[src/shared/ext_bus_pkg.sv]
// Constants, field positions and state encodings for the external bus lanes.
// Assumes a 24-bit internal address and a 16-bit external data bus.
package ext_bus_pkg;
   localparam int AREA_CNT = 8;
   localparam int AREA_IDX_W = 3;
   localparam int ADDR_W_DEF = 24;
   localparam int DATA_W = 16;
   localparam int BYTE_W = 8;
   localparam int LOW_PIN_CNT = 4;
   // Area field positions for the 1-Mbyte and 16-Mbyte address maps
   localparam int AREA_LSB_1M = 17;
   localparam int AREA_LSB_16M = 21;
   // Field encodings
   localparam logic WIDTH_8BIT = 1'b1;
   localparam logic STATES_THREE = 1'b1;
   // Reset values
   localparam logic [AREA_CNT-1:0] CS_IDLE = 8'hFF;
   localparam logic [LOW_PIN_CNT-1:0] DIR_RESET = 4'h0;
   localparam logic [LOW_PIN_CNT-1:0] SEL_EN_RESET = 4'h0;
   localparam logic [DATA_W-1:0] DATA_RESET = 16'h0000;
   localparam logic [BYTE_W-1:0] BYTE_ZERO = 8'h00;

   typedef enum logic [2:0] {
      ST_IDLE = 3'b000,
      ST_T1 = 3'b001,
      ST_T2 = 3'b010,
      ST_TW = 3'b011,
      ST_T3 = 3'b100
   } bus_state_t;
endpackage

[src/shared/lane_if.sv]
// Carrier between the bus sequencer and the lane decoder.
// Assumes both ends sit on the same clock; the decoder is purely combinational.
`timescale 1ns/1ps
interface lane_if #(parameter int AW = 24) ();
   logic [AW-1:0] addr;
   logic word;
   logic mode_16m;
   logic [ext_bus_pkg::AREA_CNT-1:0] width_bits;
   logic [ext_bus_pkg::AREA_CNT-1:0] state_bits;
   logic [ext_bus_pkg::AREA_IDX_W-1:0] area;
   logic width8;
   logic three;
   logic use_hi;
   logic use_lo;
   modport seq (output addr, word, mode_16m, width_bits, state_bits,
      input area, width8, three, use_hi, use_lo);
   modport dec (input addr, word, mode_16m, width_bits, state_bits,
      output area, width8, three, use_hi, use_lo);
endinterface

[src/verilog/lane_decode.sv]
// Area decode from the access address and map mode; data lane selection also uses access size and area width.
// Assumes address and size are stable while the sequencer samples them.
`timescale 1ns/1ps
module lane_decode #(
   parameter int AW = 24
) (
   lane_if.dec lk
);
   always_comb begin
      // Select is a pure address decode, safe as an SRAM enable
      if (lk.mode_16m) begin
         lk.area = lk.addr[ext_bus_pkg::AREA_LSB_16M +: ext_bus_pkg::AREA_IDX_W];
      end else begin
         lk.area = lk.addr[ext_bus_pkg::AREA_LSB_1M +: ext_bus_pkg::AREA_IDX_W];
      end
      lk.width8 = (lk.width_bits[lk.area] == ext_bus_pkg::WIDTH_8BIT);
      lk.three = (lk.state_bits[lk.area] == ext_bus_pkg::STATES_THREE);
      // Narrow areas always use the upper half; wide areas use both for words and split bytes by address
      lk.use_hi = lk.width8 | lk.word | ~lk.addr[0];
      lk.use_lo = ~lk.width8 & (lk.word | lk.addr[0]);
   end
endmodule

[src/verilog/ext_bus_lanes.sv]
// External bus sequencer: area selects, pin directions, strobes and data lanes.
// Assumes one request at a time from the internal bus; pins enter through two flops.
`timescale 1ns/1ps
module ext_bus_lanes #(
   parameter int ADDR_W = ext_bus_pkg::ADDR_W_DEF
) (
   input wire logic ref_clk,
   input wire logic rst,
   input wire logic req_valid,
   input wire logic [ADDR_W-1:0] req_addr,
   input wire logic req_write,
   input wire logic req_word,
   input wire logic [ext_bus_pkg::DATA_W-1:0] req_wdata,
   input wire logic internal_access,
   input wire logic mode_16m,
   input wire logic rom_enabled,
   input wire logic [ext_bus_pkg::AREA_CNT-1:0] area_width_bit,
   input wire logic [ext_bus_pkg::AREA_CNT-1:0] area_state_count_bit,
   input wire logic port_dir_wr,
   input wire logic [ext_bus_pkg::LOW_PIN_CNT-1:0] port_dir_wdata,
   input wire logic upper_select_enable_wr,
   input wire logic [ext_bus_pkg::LOW_PIN_CNT-1:0] upper_select_enable_wdata,
   input wire logic wait_n,
   input wire logic [ext_bus_pkg::DATA_W-1:0] bus_data_in,
   output logic [ext_bus_pkg::AREA_CNT-1:0] area_select_n,
   output logic [ext_bus_pkg::AREA_CNT-1:0] area_select_oe,
   output logic read_strobe_n,
   output logic high_write_strobe_n,
   output logic low_write_strobe_n,
   output logic [ext_bus_pkg::DATA_W-1:0] bus_data_out,
   output logic bus_data_oe_hi,
   output logic bus_data_oe_lo,
   output logic [ext_bus_pkg::DATA_W-1:0] resp_rdata,
   output logic resp_done,
   output logic busy,
   output logic [ext_bus_pkg::LOW_PIN_CNT-1:0] port_dir_reg,
   output logic [ext_bus_pkg::LOW_PIN_CNT-1:0] upper_select_enable_reg
);
   localparam int BW = ext_bus_pkg::BYTE_W;
   localparam int LP = ext_bus_pkg::LOW_PIN_CNT;

   if (ADDR_W < ext_bus_pkg::AREA_LSB_16M + ext_bus_pkg::AREA_IDX_W) begin : g_bad_addr
      $error("ADDR_W too narrow for the area decode");
   end

   typedef struct packed {
      ext_bus_pkg::bus_state_t fsm;
      logic [ext_bus_pkg::AREA_IDX_W-1:0] area;
      logic [ext_bus_pkg::AREA_CNT-1:0] cs_n;
      logic rd_n;
      logic hwr_n;
      logic lwr_n;
      logic [ext_bus_pkg::DATA_W-1:0] dout;
      logic doe_hi;
      logic doe_lo;
      logic [ext_bus_pkg::DATA_W-1:0] rdata;
      logic done;
      logic busy;
      logic fin;
      logic [LP-1:0] dir;
      logic [LP-1:0] sel_en;
      logic strap_done;
      logic wait_s1;
      logic wait_s2;
      logic [ext_bus_pkg::DATA_W-1:0] din_s1;
      logic [ext_bus_pkg::DATA_W-1:0] din_s2;
      logic write;
      logic word;
      logic width8;
      logic three;
      logic use_hi;
      logic use_lo;
   } lanes_state_t;

   localparam lanes_state_t STATE_RESET = '{
      fsm: ext_bus_pkg::ST_IDLE,
      area: '0,
      cs_n: ext_bus_pkg::CS_IDLE,
      rd_n: 1'b1,
      hwr_n: 1'b1,
      lwr_n: 1'b1,
      dout: ext_bus_pkg::DATA_RESET,
      doe_hi: 1'b0,
      doe_lo: 1'b0,
      rdata: ext_bus_pkg::DATA_RESET,
      done: 1'b0,
      busy: 1'b0,
      fin: 1'b0,
      dir: ext_bus_pkg::DIR_RESET,
      sel_en: ext_bus_pkg::SEL_EN_RESET,
      strap_done: 1'b0,
      wait_s1: 1'b1,
      wait_s2: 1'b1,
      din_s1: ext_bus_pkg::DATA_RESET,
      din_s2: ext_bus_pkg::DATA_RESET,
      write: 1'b0,
      word: 1'b0,
      width8: 1'b0,
      three: 1'b0,
      use_hi: 1'b0,
      use_lo: 1'b0
   };

   lanes_state_t st_r;
   lanes_state_t st_nxt;
   logic take;

   lane_if #(.AW(ADDR_W)) lk ();

   assign lk.addr = req_addr;
   assign lk.word = req_word;
   assign lk.mode_16m = mode_16m;
   assign lk.width_bits = area_width_bit;
   assign lk.state_bits = area_state_count_bit;

   lane_decode #(.AW(ADDR_W)) u_dec (
      .lk(lk)
   );

   // No new cycle while the closing capture is still pending
   assign take = (st_r.fsm == ext_bus_pkg::ST_IDLE) && !st_r.fin && req_valid && !internal_access;

   always_comb begin
      st_nxt = st_r;
      st_nxt.done = 1'b0;
      // Pin inputs pass two flops before use
      st_nxt.wait_s1 = wait_n;
      st_nxt.wait_s2 = st_r.wait_s1;
      st_nxt.din_s1 = bus_data_in;
      st_nxt.din_s2 = st_r.din_s1;
      // Mode strap is caught one edge after reset release, never under reset
      if (!st_r.strap_done) begin
         st_nxt.strap_done = 1'b1;
         st_nxt.dir = {{(LP-1){1'b0}}, ~rom_enabled};
      end else if (port_dir_wr) begin
         st_nxt.dir = port_dir_wdata;
      end
      if (upper_select_enable_wr) begin
         st_nxt.sel_en = upper_select_enable_wdata;
      end
      case (st_r.fsm)
         ext_bus_pkg::ST_IDLE: begin
            if (req_valid && internal_access && !st_r.fin) begin
               // Internal target: no strobe, no select
               st_nxt.done = 1'b1;
            end else if (take) begin
               st_nxt.fsm = ext_bus_pkg::ST_T1;
               st_nxt.busy = 1'b1;
               st_nxt.area = lk.area;
               st_nxt.cs_n = ~(8'h01 << lk.area);
               st_nxt.write = req_write;
               st_nxt.word = req_word && !lk.width8;
               st_nxt.width8 = lk.width8;
               st_nxt.three = lk.three;
               st_nxt.use_hi = lk.use_hi;
               st_nxt.use_lo = lk.use_lo;
               st_nxt.rd_n = req_write;
               // Byte data sits on both halves; the unused one is don't-care
               if (req_word && !lk.width8) begin
                  st_nxt.dout = req_wdata;
               end else begin
                  st_nxt.dout = {req_wdata[BW-1:0], req_wdata[BW-1:0]};
               end
               st_nxt.doe_hi = req_write;
               st_nxt.doe_lo = req_write && !lk.width8;
            end
         end
         ext_bus_pkg::ST_T1: begin
            st_nxt.fsm = ext_bus_pkg::ST_T2;
            if (st_r.write) begin
               st_nxt.hwr_n = ~st_r.use_hi;
               st_nxt.lwr_n = ~(st_r.use_lo && !st_r.width8);
            end
         end
         ext_bus_pkg::ST_T2: begin
            if (!st_r.three) begin
               st_nxt.fsm = ext_bus_pkg::ST_IDLE;
            end else if (!st_r.wait_s2) begin
               st_nxt.fsm = ext_bus_pkg::ST_TW;
            end else begin
               st_nxt.fsm = ext_bus_pkg::ST_T3;
            end
         end
         ext_bus_pkg::ST_TW: begin
            if (st_r.wait_s2) begin
               st_nxt.fsm = ext_bus_pkg::ST_T3;
            end
         end
         ext_bus_pkg::ST_T3: begin
            st_nxt.fsm = ext_bus_pkg::ST_IDLE;
         end
         default: begin
            st_nxt.fsm = ext_bus_pkg::ST_IDLE;
         end
      endcase
      // Closing state: release every strobe
      if (st_nxt.fsm == ext_bus_pkg::ST_IDLE && st_r.fsm != ext_bus_pkg::ST_IDLE) begin
         st_nxt.cs_n = ext_bus_pkg::CS_IDLE;
         st_nxt.rd_n = 1'b1;
         st_nxt.hwr_n = 1'b1;
         st_nxt.lwr_n = 1'b1;
         st_nxt.doe_hi = 1'b0;
         st_nxt.doe_lo = 1'b0;
         st_nxt.fin = 1'b1;
      end
      // Pin flops lag two edges, so read lanes are taken one edge after the close
      if (st_r.fin) begin
         if (!st_r.write) begin
            if (st_r.word) begin
               st_nxt.rdata = st_r.din_s2;
            end else if (st_r.use_hi) begin
               st_nxt.rdata = {ext_bus_pkg::BYTE_ZERO, st_r.din_s2[2*BW-1:BW]};
            end else begin
               st_nxt.rdata = {ext_bus_pkg::BYTE_ZERO, st_r.din_s2[BW-1:0]};
            end
         end
         st_nxt.fin = 1'b0;
         st_nxt.busy = 1'b0;
         st_nxt.done = 1'b1;
      end
   end

   always_ff @(posedge ref_clk or posedge rst) begin
      if (rst) begin
         st_r <= STATE_RESET;
      end else begin
         st_r <= st_nxt;
      end
   end

   // Pin direction per select: low four from the port, upper four from the enables
   for (genvar i = 0; i < ext_bus_pkg::AREA_CNT; i++) begin : g_pin
      if (i < LP) begin : g_low
         assign area_select_oe[i] = st_r.dir[i];
      end else begin : g_high
         assign area_select_oe[i] = st_r.sel_en[i-LP];
      end
   end

   assign area_select_n = st_r.cs_n;
   assign read_strobe_n = st_r.rd_n;
   assign high_write_strobe_n = st_r.hwr_n;
   assign low_write_strobe_n = st_r.lwr_n;
   assign bus_data_out = st_r.dout;
   assign bus_data_oe_hi = st_r.doe_hi;
   assign bus_data_oe_lo = st_r.doe_lo;
   assign resp_rdata = st_r.rdata;
   assign resp_done = st_r.done;
   assign busy = st_r.busy;
   assign port_dir_reg = st_r.dir;
   assign upper_select_enable_reg = st_r.sel_en;
endmodule

[config.mk]
export PLATFORM = sky130hd
export DESIGN_NAME = ext_bus_lanes
export DESIGN_NICKNAME = d
export VERILOG_FILES = /design/src/shared/ext_bus_pkg.sv /design/src/shared/lane_if.sv /design/src/verilog/lane_decode.sv /design/src/verilog/ext_bus_lanes.sv
export SDC_FILE = /design/constraint.sdc
export NUM_CORES = 1
export LEC_CHECK = 0
export BUFFER_PORTS_ARGS = -buffer_cell sky130_fd_sc_hd__clkbuf_2
export CAP_MARGIN = 20
export CORE_MARGIN = 1
export CORE_UTILIZATION = 32
export CTS_BUF_LIST = sky130_fd_sc_hd__clkbuf_2 sky130_fd_sc_hd__clkbuf_4 sky130_fd_sc_hd__clkbuf_8
export CTS_CLUSTER_SIZE = 40
export DETAILED_ROUTE_END_ITERATION = 6
export PLACE_DENSITY_LB_ADDON = 0.25
export SYNTH_ARGS = -nofsm -noshare
export SYNTH_HDL_FRONTEND = slang
export SYNTH_HIERARCHICAL = 1
export SYNTH_SLANG_ARGS = --single-unit
[constraint.sdc]
create_clock -name ref_clk -period 5.07 [get_ports ref_clk]
set_input_delay 0.7605 -clock ref_clk [delete_from_list [all_inputs] [get_ports ref_clk]]
set_output_delay 0.7605 -clock ref_clk [all_outputs]
set_load 0.02 [all_outputs]
==> results of run 1 <==
## stage by stage
| step | hold slack [ps] | area, sq um | setup WS (ps) | cells |
|---|---|---|---|---|
| after global placement | 333.0 | 4907 | 1512 | 605 |
| final | 352.8 | 5135 | 1901 | 623 |
| after floorplan | 331.2 | 4503 | 1712 | 362 |
| after global routing | 362.6 | 5135 | 1657 | 623 |
| after CTS | 356.6 | 5092 | 1848 | 621 |
| after detailed placement | 334.7 | 4907 | 1440 | 605 |
## per-layer routing
metal | track usage (%) | part of all wire (%) | up-vias
met5 | 0 | 0 | -
met4 | 6.481 | 2.0 | 0
met3 | 2.642 | 6.0 | 12
met2 | 20.04 | 46 | 92
met1 | 16.36 | 46 | 1305
li1 | - | - | 1337
## area by class of cell
type                            count  area (sq um)  area share (%)
Clock buffer                       11         151.4           2.948
Clock inverter                      5         33.78          0.6579
Inverter                            6         25.02          0.4873
Tap cell                          176         220.2           4.288
Sequential cell                   100          2519           49.05
Multi-Input combinational cell    185          1448           28.19
Timing Repair Buffer              140         738.2           14.38
## synth_stat cells
cell and n:
and3b_1 2, o21ai_0 17, and3_1 1, dfrtp_1 87, a22o_1 1, clkbuf_1 9
o41ai_1 1, buf_4 56, o211ai_1 1, nor2_1 11, o21bai_1 1, inv_1 6
mux2_2 18, or2b_1 1, conb_1 1, buf_2 1, nand2b_1 9, or4b_4 1
a21oi_1 2, a221oi_1 2, nor3b_1 6, nor4b_1 1, nor3_1 11, or3_1 2
nand4bb_1 1, buf_6 5, o31ai_1 1, mux2_4 21, nand2_1 29, o22ai_1 4
mux2i_1 25, a221o_1 3, a211oi_1 2, o31a_1 2, nor2b_1 8, dfstp_2 13
## final timing paths
path	from	end
max in group asynchronous	rst	resp_rdata[4]
max reg2reg	st_r[102]	bus_data_out[15]
min reg2reg	st_nxt[16]	st_r[16]
min in group asynchronous	rst	upper_select_enable_reg[3]
min	st_nxt[16]	st_r[16]
max	mode_16m	bus_data_out[15]
## critical path, cell delays in order
cell	delay (ps)
clkbuf_2	190
mux2i_1	380
inv_1	230
o31a_1	180
a22o_1	240
nor2b_1	760
mux2_2	420
mux2_4	260
## power by group through the flow
stage / Sequential [mW] / Combinational [mW] / Clock, mW
final: 1.18 / 0.959 / 0.487
after global placement: 1.19 / 0.949 / 0
after floorplan: 1.17 / 0.893 / 0
after detailed placement: 1.20 / 0.962 / 0
after global routing: 1.22 / 1.05 / 0.547
after CTS: 1.19 / 0.962 / 0.510
## kinds of logic (layout without fill, tap and decap cells)
family                 Yosys count  after routing  synth area share, %
DFF                            100            100                55.93
buffers and inverters           77            162                11.95
and+or+nand+nor                 83             83                9.641
other                            1              1              0.08328
muxes                           64             64                17.06
AOI/OAI and AO/OA               37             37                5.335
==> metrics.yaml, run 1 <==
critical_path_class: "in -> reg"
p_leak_nw: 2.581
dieWidth_um: 120.6
gr-usage-all-layers_pct: 12.67
setup_tns_ps: 0
worstPathMaxFanout: 9
grt_overflow_total: 0
hold_buffers: 0
tightestPinTransition_ps: 969.4
top_register: "st_r"
synth-warning-count: 6
antenna_found_initial: 0
nets: 533
totalWireLength_um: 8810
core-area_sq_um: 13510
globalplace.congestion: 0.7876
synth.top_cell.area_share_pct: 48.35
wl_per_cell_um: 14.14
period_minus_slack_ps: 3169
rr_worst_depth: 4
ys_seq_elements: 100
postCtsSetupBuffers: 0
cts_buffers: 9
n_fill_cell: 1332
largest_reg_flops: 28
power.switching_mw: 0.9610
clk_pin_slew_ps: 90
h-tree-depth: 3
cp-start-kind: "input port"
rsz0062_at_grt: "no"
cts_sinks: 100
slew_violations: 0
powerDensity_nw_per_um2: 512.0
finClkSkew_ps: 7.535
post-route-period-util_pct: 62.50
synth_fp_nets: 453
yosys.area.top_type: "dfrtp_1"
grt_start_max_net_pins: 62
internal_power_mw: 1.668
setup_viol: 0
yosysSeqAreaShare_pct: 55.93
grt_first_pass_wirelength_um: 14140
ant_nets: 0
crit_arrival_ps: 3420
clock_latency_ps: 370
status: "finished clean"
fin_util_pct: 38.02
clockBufferDepth: 2
vias: 2746
netlist_area_sq_um: 4503
power.share.switching_pct: 36.55
syn_area_per_cell_sq_um: 12.44
row_count: 42
hpwlAfterDp_um: 6185
syn2layout_area_growth_pct: 14.03
port_buffers: 136
ios: 154
crit_path_end_kind: "flip-flop"
die_area_sq_um: 14550
fmax_ghz: 0.3156
dieHeight_um: 120.6
yosys-top-cells-area: "dfrtp_1 (48%), buf_4 (9.3%), dfstp_2 (7.6%), mux2_4 (7.0%), mux2i_1 (5.6%)"
drive_gt1_share_pct: 47.20
hold_path_depth: 0
p_seq_share_pct: 45.0
hp-class: "reg -> reg"
synthCells: 362
diodes: 0
firstDrtPassIters: 4
required_ps: 5320
drcViolationCount: 0
cap_violations: 0
grt_pass1_vias: 2791
mostFrequentLayoutCells: "clkbuf_2 (136), dfrtp_1 (87), nand2_1 (29)"
peakVddDrop_uv: 149.3
finalHoldViolCount: 0
timing.slew.headroom_pct: 35.24
ctsRootBufferMaster: "clkbuf_8"
initial_core_util_pct: 33.34
p_comb_share_pct: 36.5
synth_cell_types: 36
initialDrtViolationCount: 136
viasPerCell: 4.408
post_cts_resize_count: 0
clockPowerShare_pct: 18.5
ff2ff_setup_slack_ps: 2480
total_power_mw: 2.629
cts_tree: "yes"
final_common_cell: "clkbuf_2"
Note: power is estimated with default switching activity, not from simulation.
==> run 2: changes to the inputs <==
- clock period: 5.07 -> 2.6 ns (I/O delays scaled with it)
==> metrics.yaml, run 2 (synthesis results as in run 1) <==
grt_pass1_vias: 2855
totalWireLength_um: 8686
finalHoldViolCount: 0
clockBufferDepth: 2
drive_gt1_share_pct: 48.02
top_register: "st_r"
hold_buffers: 0
antenna_found_initial: 0
final_common_cell: "clkbuf_2"
port_buffers: 136
crit_path_end_kind: "flip-flop"
cts_tree: "yes"
initial_core_util_pct: 33.34
period_minus_slack_ps: 2217
firstDrtPassIters: 4
mostFrequentLayoutCells: "clkbuf_2 (136), dfrtp_1 (87), nand2_1 (29)"
die_area_sq_um: 14550
total_power_mw: 5.065
worstPathMaxFanout: 9
dieWidth_um: 120.6
finClkSkew_ps: 9.334
syn2layout_area_growth_pct: 14.92
gr-usage-all-layers_pct: 12.62
slew_violations: 0
rr_worst_depth: 4
cp-start-kind: "input port"
fmax_ghz: 0.4510
post-route-period-util_pct: 85.28
post-place-ws_ps: -13.74
setup_slack_ps: 382.7
nets: 540
clock_latency_ps: 360
grt_overflow_total: 0
viasPerCell: 4.440
hpwlAfterDp_um: 6179
timing.rr.start: "st_r[101]"
grt_first_pass_wirelength_um: 14210
grt_start_max_net_pins: 101
dieHeight_um: 120.6
crit_arrival_ps: 2460
cap_violations: 0
clk_pin_slew_ps: 90
core-area_sq_um: 13510
tightestPinTransition_ps: 991.9
ctsRootBufferMaster: "clkbuf_8"
vias: 2797
place_area_sq_um: 5001
hold_path_depth: 1
ios: 154
largest_reg_flops: 28
whs_endpoint: "st_nxt[38]"
timing.slew.headroom_pct: 33.87
rsz0062_at_grt: "no"
diodes: 0
cts_buffers: 9
ant_nets: 0
p_leak_nw: 2.606
row_count: 42
fin_area_sq_um: 5175
post_cts_resize_count: 0
drcViolationCount: 0
peakVddDrop_uv: 258.7
r2r-end: "bus_data_out[9]"
ff2ff_setup_slack_ps: 400
setup_viol: 0
globalplace.congestion: 0.7458
status: "finished clean"
wl_per_cell_um: 13.79
postCtsSetupBuffers: 0
h-tree-depth: 3
critical_path_class: "in -> reg"
initialDrtViolationCount: 140
hp-class: "in -> reg"
required_ps: 2840
powerDensity_nw_per_um2: 978.7
hp-start: "wait_n"
cts_sinks: 100
[run 2: per-layer routing]
layer / global-route usage (%) / share of wire (%) / vias to the layer above
li1: - / - / 1350
met1: 15.45 / 46 / 1343
met2: 20.69 / 47 / 88
met3: 3.491 / 5.2 / 16
met4: 5.633 / 1.8 / 0
met5: 0 / 0 / -
[run 2: through the flow]
step / setup TNS [ps] / std cells / utilization, % / hold slack (ps)
detailed placement: -40.18 / 614 / 37.03 / 336.4
finish: 0 / 630 / 38.32 / 106.1
global route: 0 / 630 / 38.32 / 71.15
floorplan: 0 / 362 / - / 331.2
CTS: 0 / 630 / 38.32 / 72.30
global placement: 0 / 614 / 37.03 / 334.4
[run 2: how the worst max path moves through the flow]
stage	from	end	slack, ps
2_1_floorplan	mode_16m	bus_data_out[10]	50
6_report	mode_16m	bus_data_out[15]	380
4_1_cts	st_r[101]	area_select_n[5]	380
3_3_place_gp	mode_16m	bus_data_out[13]	60
3_5_place_dp	mode_16m	bus_data_out[9]	-10
5_1_grt	mode_16m	bus_data_out[15]	270
[run 2: area by class of cell]
class / count / area, sq um
tap: 176 / 220.2
fill: 1329 / 8330
clock buffer: 11 / 138.9
timing repair buffer: 147 / 788.3
inverter: 6 / 26.28
sequential: 100 / 2519
multi-input combinational: 185 / 1448
clock inverter: 5 / 35.03
[run 2: critical path: stages]
cell and delay [ps]:
clkbuf_2 150, nand2b_1 200, o22ai_1 130, a221o_1 370, a22o_1 250, nor2b_1 200
buf_12 170, mux2_2 330, mux2_4 260
[run 2: power breakdown]
group	internal [mW]	switching (mW)	leakage (nW)
sequential	2.02	0.275	1.19
combinational	0.829	1.04	1.33
clock	0.374	0.527	0.0909
total	3.22	1.84	2.61
